===== src/pkg/crm_pkg.sv =====
// Notes on behaviour
// - Eight-bit accumulator, untouched by reset
// - Index pointer is index_high:index_low, sixteen bits
// - Reset clears index_high, keeps index_low
// - index_low works as second data register
// - Sixteen-bit stack pointer addresses next free byte
// - Add-to-stack adds sign-extended byte to pointer
// - Reset loads stack pointer with 0x00FF
// - Stack-low reset touches low byte only
// - Program counter steps past each fetched byte
// - Change of flow loads a target address
// - After reset, counter takes the reset vector
// - Condition bits 6 and 5 always one
// - Overflow bit 7 from two's complement overflow
// - Half-carry bit 4 from bit 3 carry
// - Decimal adjust corrects sum using half-carry, carry
// - Mask bit 3 blocks interrupts, set after stacking
// - No interrupt right after mask is cleared
// - Negative bit 2 copies result bit 7
// - Zero bit 1 set on all-zero result
// - Carry bit 0 from carry, borrow, shifts
// - CPU registers lie outside the memory map
// - Direct mode reaches only the first page
// - Interrupt pushes pc low, high, index_low, acc, flags
// - Six cycles of vector fetch after reset
`default_nettype none
package crm_pkg;
  // ==========================================================
  // Register map (byte offsets)
  localparam logic [7:0] CRM_OFF_CMD = 8'h00;
  localparam logic [7:0] CRM_OFF_ACC = 8'h04;
  localparam logic [7:0] CRM_OFF_INDEX = 8'h08;
  localparam logic [7:0] CRM_OFF_SP = 8'h0C;
  localparam logic [7:0] CRM_OFF_PC = 8'h10;
  localparam logic [7:0] CRM_OFF_CCR = 8'h14;
  localparam logic [7:0] CRM_OFF_STATUS = 8'h18;
  localparam logic [7:0] CRM_OFF_VECTORS = 8'h1C;
  localparam logic [7:0] CRM_OFF_TRACE = 8'h20;
  localparam logic [7:0] CRM_OFF_EA = 8'h24;
  localparam logic [1:0] CRM_RESP_OKAY = 2'h0;
  localparam logic [1:0] CRM_RESP_SLVERR = 2'h2;
  // ==========================================================
  // Condition code layout and reset values
  localparam int unsigned CRM_CC_V = 7;
  localparam int unsigned CRM_CC_H = 4;
  localparam int unsigned CRM_CC_I = 3;
  localparam int unsigned CRM_CC_N = 2;
  localparam int unsigned CRM_CC_Z = 1;
  localparam int unsigned CRM_CC_C = 0;
  localparam logic [7:0] CRM_CCR_ONES = 8'h60;
  localparam logic [7:0] CRM_CCR_RST = 8'h68;
  localparam logic [7:0] CRM_H_RST = 8'h00;
  localparam logic [15:0] CRM_SP_RST = 16'h00FF;
  localparam logic [7:0] CRM_SP_LOW_RST = 8'hFF;
  localparam logic [31:0] CRM_VEC_RST = 32'h0000_0000;
  localparam logic [7:0] CRM_DIR_PAGE = 8'h00;
  localparam logic [7:0] CRM_BCD_LO_FIX = 8'h06;
  localparam logic [7:0] CRM_BCD_HI_FIX = 8'h60;
  localparam logic [3:0] CRM_BCD_DIGIT_MAX = 4'h9;
  localparam logic [7:0] CRM_BCD_BYTE_MAX = 8'h99;
  // ==========================================================
  // Sequencing counts and status bits
  localparam logic [2:0] CRM_RESET_SEQ_CYC = 3'h6;
  localparam logic [2:0] CRM_PUSH_BYTES = 3'h5;
  localparam int unsigned CRM_ST_BUSY = 0;
  localparam int unsigned CRM_ST_PEND = 1;
  localparam int unsigned CRM_ST_INHIBIT = 2;
  // ==========================================================
  // Command opcodes, in command bits 7:0, operand in 23:8
  localparam logic [7:0] CRM_OP_LDA = 8'h01;
  localparam logic [7:0] CRM_OP_LDX = 8'h02;
  localparam logic [7:0] CRM_OP_LDHX = 8'h03;
  localparam logic [7:0] CRM_OP_STA = 8'h04;
  localparam logic [7:0] CRM_OP_TAX = 8'h05;
  localparam logic [7:0] CRM_OP_TXA = 8'h06;
  localparam logic [7:0] CRM_OP_CLRX = 8'h07;
  localparam logic [7:0] CRM_OP_INCX = 8'h08;
  localparam logic [7:0] CRM_OP_DECX = 8'h09;
  localparam logic [7:0] CRM_OP_COMX = 8'h0A;
  localparam logic [7:0] CRM_OP_NEGX = 8'h0B;
  localparam logic [7:0] CRM_OP_ASLX = 8'h0C;
  localparam logic [7:0] CRM_OP_LSRX = 8'h0D;
  localparam logic [7:0] CRM_OP_ROLX = 8'h0E;
  localparam logic [7:0] CRM_OP_RORX = 8'h0F;
  localparam logic [7:0] CRM_OP_ADD = 8'h10;
  localparam logic [7:0] CRM_OP_ADC = 8'h11;
  localparam logic [7:0] CRM_OP_SUB = 8'h12;
  localparam logic [7:0] CRM_OP_DEC_ADJ = 8'h13;
  localparam logic [7:0] CRM_OP_ADD_STK = 8'h14;
  localparam logic [7:0] CRM_OP_STK_LOW = 8'h15;
  localparam logic [7:0] CRM_OP_MASK_CLR = 8'h16;
  localparam logic [7:0] CRM_OP_SEI = 8'h17;
  localparam logic [7:0] CRM_OP_TAP = 8'h18;
  localparam logic [7:0] CRM_OP_JMP = 8'h19;
  localparam logic [7:0] CRM_OP_BRA = 8'h1A;
  localparam logic [7:0] CRM_OP_BLT = 8'h1B;
  localparam logic [7:0] CRM_OP_BGE = 8'h1C;
  localparam logic [7:0] CRM_OP_EA_DIR = 8'h1D;
  localparam logic [7:0] CRM_OP_EA_IX = 8'h1E;
  localparam logic [7:0] CRM_OP_EA_IX1 = 8'h1F;
  localparam logic [7:0] CRM_OP_EA_IXP = 8'h20;
  typedef enum logic [1:0] {CRM_S_RESET, CRM_S_IDLE, CRM_S_PUSH, CRM_S_VEC} crm_state_e;
endpackage : crm_pkg
`default_nettype wire


===== src/design/crm_core.sv =====
// Added by the designer: the placing of the registers and register access over AXI4-Lite.
`default_nettype none
module crm_core
  import crm_pkg::*;
#(
  parameter int ADDR_W = 8
) (
  // Clock and reset
  input wire logic aclk,
  input wire logic aresetn,
  // AXI4-Lite write address and data
  input wire logic [ADDR_W-1:0] awaddr,
  input wire logic awvalid,
  output logic awready,
  input wire logic [31:0] wdata,
  input wire logic [3:0] wstrb,
  input wire logic wvalid,
  output logic wready,
  // AXI4-Lite write response
  output logic [1:0] bresp,
  output logic bvalid,
  input wire logic bready,
  // AXI4-Lite read
  input wire logic [ADDR_W-1:0] araddr,
  input wire logic arvalid,
  output logic arready,
  output logic [31:0] rdata,
  output logic [1:0] rresp,
  output logic rvalid,
  input wire logic rready,
  // Interrupt request pin, active high level
  input wire logic irq_req
);
  // ==========================================================
  // Elaboration check
  if (ADDR_W < 8) begin : g_bad_addr
    $error("crm_core: ADDR_W must be at least 8");
  end

  // ==========================================================
  // State
  crm_state_e state_q, state_d;
  logic [2:0] cnt_q, cnt_d;
  logic [7:0] acc_q, acc_d;
  logic [7:0] h_q, h_d;
  logic [7:0] x_q, x_d;
  logic [15:0] sp_q, sp_d;
  logic [15:0] pc_q, pc_d;
  logic [7:0] ccr_q, ccr_d;
  logic [15:0] ea_q, ea_d;
  logic inhibit_q, inhibit_d;
  logic [31:0] cmd_q;
  logic cmd_pend_q;
  logic [31:0] vec_q;
  logic [23:0] trace_q;
  logic irq_meta_q, irq_sync_q;
  // Bus side state
  logic [ADDR_W-1:0] awaddr_q;
  logic [31:0] wdata_q;
  logic [3:0] wstrb_q;
  logic aw_got_q, w_got_q;

  // ==========================================================
  // Command fields and sequencing conditions
  wire [7:0] op = cmd_q[7:0];
  wire [7:0] arg8 = cmd_q[15:8];
  wire [15:0] arg16 = cmd_q[23:8];
  wire [15:0] arg_sext = {{8{arg8[7]}}, arg8};
  wire [15:0] hx = {h_q, x_q};
  wire idle = (state_q == CRM_S_IDLE);
  // Mask and one-boundary shadow both hold interrupts back
  wire take_irq = idle && irq_sync_q && !ccr_q[CRM_CC_I] && !inhibit_q;
  wire exec = idle && cmd_pend_q && !take_irq;
  wire signed_lt = ccr_q[CRM_CC_N] ^ ccr_q[CRM_CC_V];
  wire cin = (op == CRM_OP_ADC) ? ccr_q[CRM_CC_C] : 1'b0;

  // Fetch length of each command in bytes
  wire len3 = (op == CRM_OP_LDHX) || (op == CRM_OP_JMP);
  wire len2 = (op == CRM_OP_LDA) || (op == CRM_OP_LDX) || (op == CRM_OP_ADD)
    || (op == CRM_OP_ADC) || (op == CRM_OP_SUB) || (op == CRM_OP_ADD_STK)
    || (op == CRM_OP_TAP) || (op == CRM_OP_BRA) || (op == CRM_OP_BLT)
    || (op == CRM_OP_BGE) || (op == CRM_OP_EA_DIR) || (op == CRM_OP_EA_IX1);
  wire [15:0] op_len = len3 ? 16'h0003 : (len2 ? 16'h0002 : 16'h0001);
  wire [15:0] pc_seq = pc_q + op_len;

  // Byte pushed in each interrupt stacking step
  wire [7:0] push_byte = (cnt_q == 3'h0) ? pc_q[7:0] :
                         (cnt_q == 3'h1) ? pc_q[15:8] :
                         (cnt_q == 3'h2) ? x_q :
                         (cnt_q == 3'h3) ? acc_q : ccr_q;

  // ==========================================================
  // Register updates from commands and sequences
  logic [7:0] res;
  logic upd_nz;
  logic [8:0] sum;
  logic [4:0] hsum;
  always_comb begin
    acc_d = acc_q;
    h_d = h_q;
    x_d = x_q;
    sp_d = sp_q;
    pc_d = pc_q;
    ccr_d = ccr_q;
    ea_d = ea_q;
    inhibit_d = inhibit_q;
    res = 8'h00;
    upd_nz = 1'b0;
    sum = 9'h000;
    hsum = 5'h00;
    if (exec) begin
      inhibit_d = 1'b0; // Shadow lasts one instruction only
      pc_d = pc_seq;
      case (op)
        CRM_OP_LDA: begin
          acc_d = arg8;
          res = arg8;
          upd_nz = 1'b1;
          ccr_d[CRM_CC_V] = 1'b0;
        end
        CRM_OP_LDX: begin
          x_d = arg8;
          res = arg8;
          upd_nz = 1'b1;
          ccr_d[CRM_CC_V] = 1'b0;
        end
        CRM_OP_LDHX: begin
          h_d = arg16[15:8];
          x_d = arg16[7:0];
          ccr_d[CRM_CC_N] = arg16[15];
          ccr_d[CRM_CC_Z] = (arg16 == 16'h0000);
          ccr_d[CRM_CC_V] = 1'b0;
        end
        CRM_OP_STA: begin
          res = acc_q; // Store flags follow the stored byte
          upd_nz = 1'b1;
          ccr_d[CRM_CC_V] = 1'b0;
        end
        CRM_OP_TAX: x_d = acc_q;
        CRM_OP_TXA: acc_d = x_q;
        CRM_OP_CLRX: begin
          x_d = 8'h00;
          upd_nz = 1'b1;
          ccr_d[CRM_CC_V] = 1'b0;
        end
        CRM_OP_INCX: begin
          res = x_q + 8'h01;
          x_d = res;
          upd_nz = 1'b1;
          ccr_d[CRM_CC_V] = (x_q == 8'h7F);
        end
        CRM_OP_DECX: begin
          res = x_q - 8'h01;
          x_d = res;
          upd_nz = 1'b1;
          ccr_d[CRM_CC_V] = (x_q == 8'h80);
        end
        CRM_OP_COMX: begin
          res = ~x_q;
          x_d = res;
          upd_nz = 1'b1;
          ccr_d[CRM_CC_V] = 1'b0;
          ccr_d[CRM_CC_C] = 1'b1;
        end
        CRM_OP_NEGX: begin
          res = 8'h00 - x_q;
          x_d = res;
          upd_nz = 1'b1;
          ccr_d[CRM_CC_V] = (res == 8'h80);
          ccr_d[CRM_CC_C] = (res != 8'h00);
        end
        CRM_OP_ASLX, CRM_OP_ROLX: begin
          res = {x_q[6:0], (op == CRM_OP_ROLX) & ccr_q[CRM_CC_C]};
          x_d = res;
          upd_nz = 1'b1;
          ccr_d[CRM_CC_C] = x_q[7];
          ccr_d[CRM_CC_V] = res[7] ^ x_q[7];
        end
        CRM_OP_LSRX, CRM_OP_RORX: begin
          res = {(op == CRM_OP_RORX) & ccr_q[CRM_CC_C], x_q[7:1]};
          x_d = res;
          upd_nz = 1'b1;
          ccr_d[CRM_CC_C] = x_q[0];
          ccr_d[CRM_CC_V] = res[7] ^ x_q[0];
        end
        CRM_OP_ADD, CRM_OP_ADC: begin
          sum = {1'b0, acc_q} + {1'b0, arg8} + {8'h00, cin};
          hsum = {1'b0, acc_q[3:0]} + {1'b0, arg8[3:0]} + {4'h0, cin};
          res = sum[7:0];
          acc_d = res;
          upd_nz = 1'b1;
          ccr_d[CRM_CC_H] = hsum[4];
          ccr_d[CRM_CC_C] = sum[8];
          ccr_d[CRM_CC_V] = (acc_q[7] == arg8[7]) && (res[7] != acc_q[7]);
        end
        CRM_OP_SUB: begin
          sum = {1'b0, acc_q} - {1'b0, arg8};
          res = sum[7:0];
          acc_d = res;
          upd_nz = 1'b1;
          ccr_d[CRM_CC_C] = sum[8];
          ccr_d[CRM_CC_V] = (acc_q[7] != arg8[7]) && (res[7] != acc_q[7]);
        end
        CRM_OP_DEC_ADJ: begin
          // Correction valid only right after a packed decimal add
          res = acc_q
            + ((ccr_q[CRM_CC_H] || (acc_q[3:0] > CRM_BCD_DIGIT_MAX)) ? CRM_BCD_LO_FIX : 8'h00)
            + ((ccr_q[CRM_CC_C] || (acc_q > CRM_BCD_BYTE_MAX)) ? CRM_BCD_HI_FIX : 8'h00);
          acc_d = res;
          upd_nz = 1'b1;
          ccr_d[CRM_CC_C] = ccr_q[CRM_CC_C] || (acc_q > CRM_BCD_BYTE_MAX);
        end
        CRM_OP_ADD_STK: sp_d = sp_q + arg_sext;
        CRM_OP_STK_LOW: sp_d[7:0] = CRM_SP_LOW_RST;
        CRM_OP_MASK_CLR: begin
          ccr_d[CRM_CC_I] = 1'b0;
          inhibit_d = ccr_q[CRM_CC_I];
        end
        CRM_OP_SEI: ccr_d[CRM_CC_I] = 1'b1;
        CRM_OP_TAP: begin
          ccr_d = arg8;
          inhibit_d = ccr_q[CRM_CC_I] && !arg8[CRM_CC_I];
        end
        CRM_OP_JMP: pc_d = arg16;
        CRM_OP_BRA: pc_d = pc_seq + arg_sext;
        CRM_OP_BLT: pc_d = signed_lt ? pc_seq + arg_sext : pc_seq;
        CRM_OP_BGE: pc_d = signed_lt ? pc_seq : pc_seq + arg_sext;
        CRM_OP_EA_DIR: ea_d = {CRM_DIR_PAGE, arg8};
        CRM_OP_EA_IX: ea_d = hx;
        CRM_OP_EA_IX1: ea_d = hx + {8'h00, arg8};
        CRM_OP_EA_IXP: begin
          ea_d = hx;
          {h_d, x_d} = hx + 16'h0001;
        end
        default: ;
      endcase
      if (upd_nz) begin
        ccr_d[CRM_CC_N] = res[7];
        ccr_d[CRM_CC_Z] = (res == 8'h00);
      end
    end else if (state_q == CRM_S_PUSH) begin
      sp_d = sp_q - 16'h0001;
    end else if (state_q == CRM_S_VEC) begin
      ccr_d[CRM_CC_I] = 1'b1;
      pc_d = vec_q[31:16];
    end else if ((state_q == CRM_S_RESET) && (cnt_q == CRM_RESET_SEQ_CYC - 3'h1)) begin
      pc_d = vec_q[15:0];
    end
    ccr_d = ccr_d | CRM_CCR_ONES;
  end

  // ==========================================================
  // Sequencer: reset vector fetch, stacking, vectoring
  always_comb begin
    state_d = state_q;
    cnt_d = cnt_q;
    case (state_q)
      CRM_S_RESET: begin
        cnt_d = cnt_q + 3'h1;
        if (cnt_q == CRM_RESET_SEQ_CYC - 3'h1) begin
          state_d = CRM_S_IDLE;
          cnt_d = 3'h0;
        end
      end
      CRM_S_IDLE: begin
        if (take_irq) begin
          state_d = CRM_S_PUSH;
        end
      end
      CRM_S_PUSH: begin
        cnt_d = cnt_q + 3'h1;
        if (cnt_q == CRM_PUSH_BYTES - 3'h1) begin
          state_d = CRM_S_VEC;
          cnt_d = 3'h0;
        end
      end
      CRM_S_VEC: state_d = CRM_S_IDLE;
      default: state_d = CRM_S_RESET;
    endcase
  end

  // Data registers keep their contents across reset
  always_ff @(posedge aclk) begin
    acc_q <= acc_d;
    x_q <= x_d;
  end

  // Control and pointer registers
  always_ff @(posedge aclk) begin
    if (!aresetn) begin
      state_q <= CRM_S_RESET;
      cnt_q <= 3'h0;
      h_q <= CRM_H_RST;
      sp_q <= CRM_SP_RST;
      pc_q <= 16'h0000;
      ccr_q <= CRM_CCR_RST;
      ea_q <= 16'h0000;
      inhibit_q <= 1'b0;
      trace_q <= 24'h000000;
    end else begin
      state_q <= state_d;
      cnt_q <= cnt_d;
      h_q <= h_d;
      sp_q <= sp_d;
      pc_q <= pc_d;
      ccr_q <= ccr_d;
      ea_q <= ea_d;
      inhibit_q <= inhibit_d;
      if (state_q == CRM_S_PUSH) begin
        trace_q <= {sp_q, push_byte};
      end
    end
  end

  // Request pin passes two flops before use
  always_ff @(posedge aclk) begin
    if (!aresetn) begin
      irq_meta_q <= 1'b0;
      irq_sync_q <= 1'b0;
    end else begin
      irq_meta_q <= irq_req;
      irq_sync_q <= irq_meta_q;
    end
  end

  // ==========================================================
  // AXI4-Lite slave; the CPU registers sit only on this port,
  // never in the address space that ea_q forms
  wire aw_hs = awvalid && awready;
  wire w_hs = wvalid && wready;
  wire do_write = aw_got_q && w_got_q && !bvalid;
  wire b_done = bvalid && bready;
  wire aw_got_d = aw_hs || (aw_got_q && !do_write);
  wire w_got_d = w_hs || (w_got_q && !do_write);
  wire bvalid_d = do_write || (bvalid && !b_done);
  wire wr_cmd = (awaddr_q == ADDR_W'(CRM_OFF_CMD));
  wire wr_vec = (awaddr_q == ADDR_W'(CRM_OFF_VECTORS));
  // A second command while one waits is refused, not queued
  wire wr_ok = (wr_cmd && !cmd_pend_q) || wr_vec;
  wire [31:0] wr_old = wr_cmd ? cmd_q : vec_q;
  wire [31:0] wr_new;
  for (genvar b = 0; b < 4; b++) begin : g_strb
    assign wr_new[8*b+7:8*b] = wstrb_q[b] ? wdata_q[8*b+7:8*b] : wr_old[8*b+7:8*b];
  end

  // Read decode
  wire [7:0] ra = araddr[7:0];
  wire ra_hi_zero = ((araddr >> 8) == '0);
  wire [31:0] rd_status = {29'h0, inhibit_q, cmd_pend_q, !idle};
  wire [31:0] rd_val =
    (ra == CRM_OFF_CMD) ? cmd_q :
    (ra == CRM_OFF_ACC) ? {24'h0, acc_q} :
    (ra == CRM_OFF_INDEX) ? {16'h0, hx} :
    (ra == CRM_OFF_SP) ? {16'h0, sp_q} :
    (ra == CRM_OFF_PC) ? {16'h0, pc_q} :
    (ra == CRM_OFF_CCR) ? {24'h0, ccr_q | CRM_CCR_ONES} :
    (ra == CRM_OFF_STATUS) ? rd_status :
    (ra == CRM_OFF_VECTORS) ? vec_q :
    (ra == CRM_OFF_TRACE) ? {8'h0, trace_q} :
    (ra == CRM_OFF_EA) ? {16'h0, ea_q} : 32'h0;
  wire rd_hit = ra_hi_zero && (ra[1:0] == 2'h0) && (ra <= CRM_OFF_EA);

  // Write channels and software-written registers
  always_ff @(posedge aclk) begin
    if (!aresetn) begin
      awready <= 1'b0;
      wready <= 1'b0;
      aw_got_q <= 1'b0;
      w_got_q <= 1'b0;
      bvalid <= 1'b0;
      bresp <= CRM_RESP_OKAY;
      awaddr_q <= '0;
      wdata_q <= 32'h0;
      wstrb_q <= 4'h0;
      cmd_q <= 32'h0;
      cmd_pend_q <= 1'b0;
      vec_q <= CRM_VEC_RST;
    end else begin
      awready <= !aw_got_d && !bvalid_d;
      wready <= !w_got_d && !bvalid_d;
      aw_got_q <= aw_got_d;
      w_got_q <= w_got_d;
      bvalid <= bvalid_d;
      if (aw_hs) begin
        awaddr_q <= awaddr;
      end
      if (w_hs) begin
        wdata_q <= wdata;
        wstrb_q <= wstrb;
      end
      if (do_write) begin
        bresp <= wr_ok ? CRM_RESP_OKAY : CRM_RESP_SLVERR;
      end
      if (do_write && wr_ok && wr_cmd) begin
        cmd_q <= wr_new;
      end
      if (do_write && wr_ok && wr_vec) begin
        vec_q <= wr_new;
      end
      // Pending flag: raised by the bus, dropped when executed
      if (do_write && wr_ok && wr_cmd) begin
        cmd_pend_q <= 1'b1;
      end else if (exec) begin
        cmd_pend_q <= 1'b0;
      end
    end
  end

  // Read channel
  always_ff @(posedge aclk) begin
    if (!aresetn) begin
      arready <= 1'b0;
      rvalid <= 1'b0;
      rdata <= 32'h0;
      rresp <= CRM_RESP_OKAY;
    end else if (arvalid && arready) begin
      arready <= 1'b0;
      rvalid <= 1'b1;
      rdata <= rd_hit ? rd_val : 32'h0;
      rresp <= rd_hit ? CRM_RESP_OKAY : CRM_RESP_SLVERR;
    end else if (rvalid && rready) begin
      rvalid <= 1'b0;
      arready <= 1'b1;
    end else if (!rvalid) begin
      arready <= 1'b1;
    end
  end
endmodule : crm_core
`default_nettype wire


===== config.mk =====
export PLATFORM = sky130hd
export DESIGN_NAME = crm_core
export DESIGN_NICKNAME = d
export VERILOG_FILES = /design/src/pkg/crm_pkg.sv /design/src/design/crm_core.sv
export SDC_FILE = /design/constraint.sdc
export NUM_CORES = 1
export LEC_CHECK = 0
export BUFFER_PORTS_ARGS = -buffer_cell sky130_fd_sc_hd__buf_2
export CAP_MARGIN = 20
export CELL_PAD_IN_SITES_DETAIL_PLACEMENT = 0
export CELL_PAD_IN_SITES_GLOBAL_PLACEMENT = 2
export CORE_MARGIN = 8
export CORE_UTILIZATION = 30
export DETAILED_ROUTE_END_ITERATION = 16
export PLACE_DENSITY_LB_ADDON = 0.25
export SYNTH_ARGS = -nofsm -noshare
export SYNTH_HDL_FRONTEND = slang
export SYNTH_SLANG_ARGS = --single-unit

===== constraint.sdc =====
create_clock -name aclk -period 5.9 [get_ports aclk]
set_clock_uncertainty 0.15 [all_clocks]
set_input_delay 0.59 -clock aclk [delete_from_list [all_inputs] [get_ports aclk]]
set_output_delay 0.59 -clock aclk [all_outputs]
set_load 0.02 [all_outputs]

==> key figures, run 1 <==
Run status
  – Status: finished clean

Cells and area
  – Proportion of layout cells with a drive suffix above 1: 0.108
  – Footprint of the multi-input gates: 11500 sq um
  – Commonest non-fill, non-tap cell in the layout: nand2_1
  – Area Growth Syn to Fin: 14.2%
  – Sequential cell area: 5370 sq um
  – Util after Layout: 0.344
  – Antenna Cells: 0
  – Design area: 20200 sq um
  – Most frequent cells in the layout: nand2_1 (425), dfxtp_1 (244), a21oi_1 (241)
  – Filler Cells Inserted: 6238
  – Final net count: 2523

Critical path
  – Kind of end point of the critical path: flop
  – Critical Path AT: 5470 ps
  – Critical path type: flop to flop
  – CP Max Fanout: 10
  – WP data required: 6230 ps
  – CP Launch Type: flop

Clocking
  – CTS clk-pin slew, worst paths: 70 ps
  – Root Driver: clkbuf_16
  – Post-CTS Resized: 0
  – CTS Buffer Depth: 3
  – Post-CTS Setup Bufs: 0
  – Hold buffers post-CTS: 0
  – Clock Latency Late Sink: 570 ps
  – CTS buffer count: 35
  – CTS tree: built
  – Clock tree sinks: 260
  – Htree depth: 2

Yosys
  – Syn Inst Count: 2352
  – Cell taking the most area after synthesis: dfxtp_1
  – Netlist Area Pre-Place: 17700 sq um
  – Synth top area share: 0.276
  – Synth Register Bits: 260
  – Post-synth EDFFs: 16
  – Mapped Avg Cell Area: 7.52 sq um
  – Yosys cell types: 91
  – Synth warn: 0
  – Asr flop ratio synth: 0
  – Synth area leaders: dfxtp_1 (28%), nand2_1 (9.0%), a21oi_1 (6.9%)
  – Post-synthesis sequential area ratio: 0.303
  – Synth Flop Type: dfxtp_1

Hold path
  – Min-delay worst type: input port to flop

Job
  – Maxcap violations: 0

Route
  – Post-Route WL: 81100 microns
  – TritonRoute pass-1 iters: 7
  – DRT iter0 DRCs: 1825
  – Routed Antenna Nets: 0
  – Drt drc: 0
  – DR WL/cell: 25.5 microns
  – Via Count: 18500
  – Vias per cell: 5.82

STA
  – RSZ-0062 raised after global routing: false
  – Final hold vios: 0
  – Setup TNS: 0 ps
  – Final worst slack: 760 ps
  – Worst-Margin Slew: 1090 ps
  – Final period util: 0.871
  – Slew Viols, Final: 0
  – Fmax: 195 MHz
  – Tmin final: 5140 ps
  – Worst relative slew slack: 0.272
  – Setup violators final: 0

Power and ir drop
  – Peak supply drop: 149 uV
  – Power density cells: 232 nW/um^2
  – Lkg Pwr: 7.28 nW
  – Power Total: 0.00469 W

Global route
  – Largest net degree at the start of global routing: 76
  – Number of global-route vias before repair: 18000
  – Overflow after GRT: 0
  – First-pass GRT wire length: 120000 microns
  – Global-route total usage across every layer: 0.234
  – Initial antenna violation count: 5

Floorplan
  – Rows: 89
  – Die Footprint: 67000 sq um
  – Starting density of the core: 0.301
  – Core ar.: 58700 sq um
  – Die height: 259 microns
  – Io pins: 101
  – Die width: 259 microns

Placed design
  – DP Area: 19000 sq um
  – PortBufs: 98
  – Placer congestion estimate: 0.965
  – Detailed Place HPWL: 59000 microns
  – Dpl ws: 840 ps
report_power, final:
group	switching, W	internal [W]	total [W]
registers	0.0000486	0.00182	0.00187
clock network	0.000924	0.00132	0.00225
logic	0.000385	0.000196	0.000580
path summary, 6_finish.rpt:
path | slack [ps] | cells past startpoint | to | from
worst max-delay path | 760 | 18 | pc_q[15] | cmd_q[5]
worst min-delay path | 100 | 2 | irq_meta_q | irq_req
worst max register to register | 760 | 18 | pc_q[15] | cmd_q[5]
worst min register to register | 300 | 2 | awaddr_q[5] | awaddr_q[5]
synthesized netlist by cell type (6+ instances only):
master and number:
edfxtp_1 16, ha_1 78, o21ai_0 100, a21o_1 16
a221o_1 12, nand2b_1 17, dfxtp_1 244, a311oi_1 10
xnor2_1 35, or3_1 12, mux2i_1 87, buf_1 14
xor2_1 31, and2_1 17, nor4_1 15, mux2_2 6
o21bai_1 10, a32oi_1 6, o21a_1 6, o22ai_1 18
and3_1 17, a222oi_1 25, nand3_1 68, inv_1 56
clkbuf_1 145, o31ai_1 11, a211o_1 9, fa_1 8
nor3_1 58, nand2_1 425, buf_2 13, a211oi_1 30
a221oi_1 28, a31oi_1 46, a22oi_1 43, or2_2 8
nor2b_1 15, o21ai_1 51, o211ai_1 13, a21oi_1 243
nor2_1 164, nand4_1 13
stage by stage:
| step | cells | hold slack [ps] |
|---|---|---|
| floorplan | 2353 | 262 |
| global placement | 3113 | 291 |
| detailed placement | 3113 | 290 |
| CTS | 3176 | 83.0 |
| global route | 3176 | 101 |
| finish | 3176 | 103 |
registers in the layout, summed over array words and instances, names as in the netlist, 4 cells and up:
signal / flops
acc_q: 8
awaddr_q: 8
ccr_q: 6
cmd_q: 32
ea_q: 16
h_q: 8
pc_q: 16
rdata: 32
sp_q: 16
trace_q: 24
vec_q: 32
wdata_q: 32
wstrb_q: 4
x_q: 8
critical path: stages (launching register included):
cell	delay, ps
dfxtp_1	400
nor3_1	560
nand3_1	200
or3_1	340
nand3_1	150
inv_1	80
fa_1	500
nand4b_1	310
nor3_1	370
nand3_1	150
xnor2_1	180
ha_1	410
a21o_1	170
a21oi_1	90
and4b_1	200
a221o_1	380
xnor2_1	160
nand3_1	90
a21oi_1	160
layout make-up:
type                            instances  area share
Inverter                               57      0.0108
Tap cell                              773      0.0479
Clock inverter                         15     0.00886
Sequential cell                       260       0.266
Clock buffer                           48      0.0508
Timing Repair Buffer                  163      0.0485
Multi-Input combinational cell       1860       0.567
kinds of logic after synthesis:
family,synth area share
adder cells (fa/ha/maj),0.0642
flip-flops,0.303
XOR/XNOR,0.0339
multiplexers,0.0530
buffers and inverters,0.0514
other,0.000212
AO/OA/AOI/OAI,0.273
AND/OR/NAND/NOR,0.221
layer usage:
metal	routed length, microns	GRT usage
met1	35800	0.306
met4	3600	0.0981
met5	41	0
met2	37000	0.377
met3	4760	0.0377
Note: power is estimated with default switching activity, not from simulation.
==> run 2, diff against run 1 <==
==> constraint.sdc (replaced) <==
create_clock -name aclk -period 5.9 [get_ports aclk]
set_clock_uncertainty 0.15 [all_clocks]
set_input_delay 0.885 -clock aclk [delete_from_list [all_inputs] [get_ports aclk]]
set_output_delay 0.885 -clock aclk [all_outputs]
set_load 0.02 [all_outputs]
==> run 2 against run 1 <==
Worst setup slack gained 69 ps. Critical endpoint unchanged. Hold slack gained 200 ps. Critical path depth grew 1. Critical path type unchanged. Sequential power is essentially flat. Global-route usage grew 0.13 points.
==> key figures, run 2 (same netlist as run 1, synthesis figures left out) <==
Run status
  – Status: finished clean

Cells and area
  – Most frequent cells in the layout: nand2_1 (425), dfxtp_1 (244), a21oi_1 (241)
  – Filler Cells Inserted: 6233 (-0.080%)
  – Antenna Cells: 0 (unchanged)
  – Proportion of layout cells with a drive suffix above 1: 0.106 (-0.00204)
  – Final net count: 2522 (-0.040%)
  – Non-Filler Instances: 3175 (-0.031%)
  – Area Growth Syn to Fin: 13.8%
  – Util after Layout: 0.343 (-0.00104)
  – Commonest non-fill, non-tap cell in the layout: nand2_1

STA
  – Setup violators final: 0 (unchanged)
  – Slew Viols, Final: 0 (unchanged)
  – Setup TNS: 0 ps (unchanged)
  – Fmax: 197 MHz (+1.4%)
  – Worst-Margin Slew: 1050 ps (-34.5 ps)
  – Final hold vios: 0 (unchanged)
  – Worst relative slew slack: 0.297 (+0.0257)
  – Final period util: 0.860 (-0.0116)
  – Tmin final: 5070 ps (-68.5 ps)
  – RSZ-0062 raised after global routing: false
  – Final worst slack: 828 ps (+68.5 ps)

Clocking
  – Clock Latency Late Sink: 550 ps (-20 ps)
  – CTS clk-pin slew, worst paths: 60 ps (about the same)
  – Root Driver: clkbuf_16
  – Htree depth: 2 (unchanged)
  – Clock tree sinks: 260 (unchanged)
  – CTS Buffer Depth: 3 (unchanged)
  – CTS tree: built
  – Hold buffers post-CTS: 0 (unchanged)
  – Post-CTS Setup Bufs: 0 (unchanged)
  – CTS buffer count: 34 (-2.9%)
  – Post-CTS Resized: 0 (unchanged)

Placed design
  – PortBufs: 98 (unchanged)
  – Placer congestion estimate: 0.968 (+0.29%)
  – Detailed Place HPWL: 59000 microns (about the same)
  – Dpl ws: 912 ps (+71.3 ps)
  – Post-Place Cells: 3113 (unchanged)

Floorplan
  – Die Footprint: 67000 sq um (unchanged)
  – Rows: 89 (unchanged)
  – Core ar.: 58700 sq um (unchanged)
  – Starting density of the core: 0.301 (unchanged)
  – Io pins: 101 (unchanged)
  – Die height: 259 microns (unchanged)
  – Die width: 259 microns (unchanged)

Critical path
  – R2R depth: 19 (+1)
  – Reg2reg end: pc_q[15]
  – Critical path type: flop to flop
  – WP data required: 6220 ps (about the same)
  – Flop2flop setup slack: 830 ps (+70 ps)
  – CP Launch Type: flop
  – Beginning of the worst register-to-register path: cmd_q[2]
  – Kind of end point of the critical path: flop
  – CP Max Fanout: 18 (+8)
  – Critical Path AT: 5400 ps (-70 ps)

Global route
  – Global route hottest layer: met2
  – Grt met1 use: 0.307 (+0.00124)
  – Initial antenna violation count: 4 (-1)
  – Met3 usage: 0.0388 (+0.00107)
  – Overflow after GRT: 0 (unchanged)
  – Largest net degree at the start of global routing: 89 (+17%)
  – First-pass GRT wire length: 121000 microns (+0.30%)
  – Number of global-route vias before repair: 18000 (-0.12%)
  – Global-route total usage across every layer: 0.235 (+0.00127)
  – GR Util met2: 0.382 (+0.00475)

Hold path
  – Hold Path Origin: wdata_q[17]
  – Hold EP: wdata_q[17]
  – Worst hold path depth: 2 (unchanged)
  – Min-delay worst type: flop to flop

Route
  – Vias per cell: 5.85 (+0.47%)
  – DRT iter0 DRCs: 1990 (+9.0%)
  – Post-Route WL: 81500 microns (+0.44%)
  – DR WL/cell: 25.7 microns (+0.47%)
  – Drt drc: 0 (unchanged)
  – Routed Antenna Nets: 0 (unchanged)
  – Via Count: 18600 (+0.44%)
  – TritonRoute pass-1 iters: 6 (-1)

Power and ir drop
  – Power Total: 0.00459 W (-2.1%)
  – Lkg Pwr: 7.25 nW (-0.36%)
  – Power density cells: 228 nW/um^2 (-1.8%)
  – Peak supply drop: 208 uV (+40%)

Job
  – Maxcap violations: 0 (unchanged)
==> run 2: worst max path at each step <==
stage                  start  cells after the start  endpoint  slack (ps)
floorplan           cmd_q[2]                     23  pc_q[15]         890
global route        cmd_q[2]                     19  pc_q[15]         410
global placement    cmd_q[2]                     19  pc_q[15]         940
finish              cmd_q[2]                     19  pc_q[15]         830
detailed placement  cmd_q[5]                     18  pc_q[15]         910
CTS                 cmd_q[5]                     18  pc_q[15]         880
==> run 2: cell type report <==
type / count / area (sq um) / area share
flip-flops and latches: 260 / 5370 / 0.266
multi-input cells: 1860 / 11500 / 0.569
repair buffers: 163 / 978 / 0.0486
clock buffers: 54 / 1060 / 0.0525
inverters: 57 / 219 / 0.0109
well taps: 773 / 967 / 0.0480
clock inverters: 8 / 86.3 / 0.00429
==> run 2: where the power goes <==
part	internal, W	switching (W)	leakage [nW]
registers	0.00182	0.0000498	2.12
clock network	0.00128	0.000860	0.562
logic	0.000197	0.000391	4.57
==> run 2: per-layer routing <==
layer  vias to the layer above  wire length [microns]
li1                       8645                      -
met1                      9016                  35200
met2                       731                  37500
met3                       158                   5430
met4                         8                   3290
met5                         -                     53
==> run 2: per-stage QoR <==
| step | cell area (sq um) | hold slack [ps] |
|---|---|---|
| final | 20100 | 305 |
| after CTS | 20100 | 306 |
| after global placement | 19000 | 290 |
| after detailed placement | 19000 | 293 |
| after floorplan | 17700 | 262 |
| after global routing | 20100 | 320 |
==> run 2: critical path: stages, from the launching register on <==
cell and delay [ps]:
dfxtp_1 690, nor2_1 150, nand2_1 100, nand2_1 60, a2111o_1 470, nand3_1 170
inv_1 80, fa_1 510, nand4b_1 310, nor3_1 350, nand3_1 150, xnor2_1 180
ha_1 420, a21o_1 180, a21oi_1 80, and4b_1 200, a221o_1 370, xnor2_1 160
nand3_1 90, a21oi_1 140
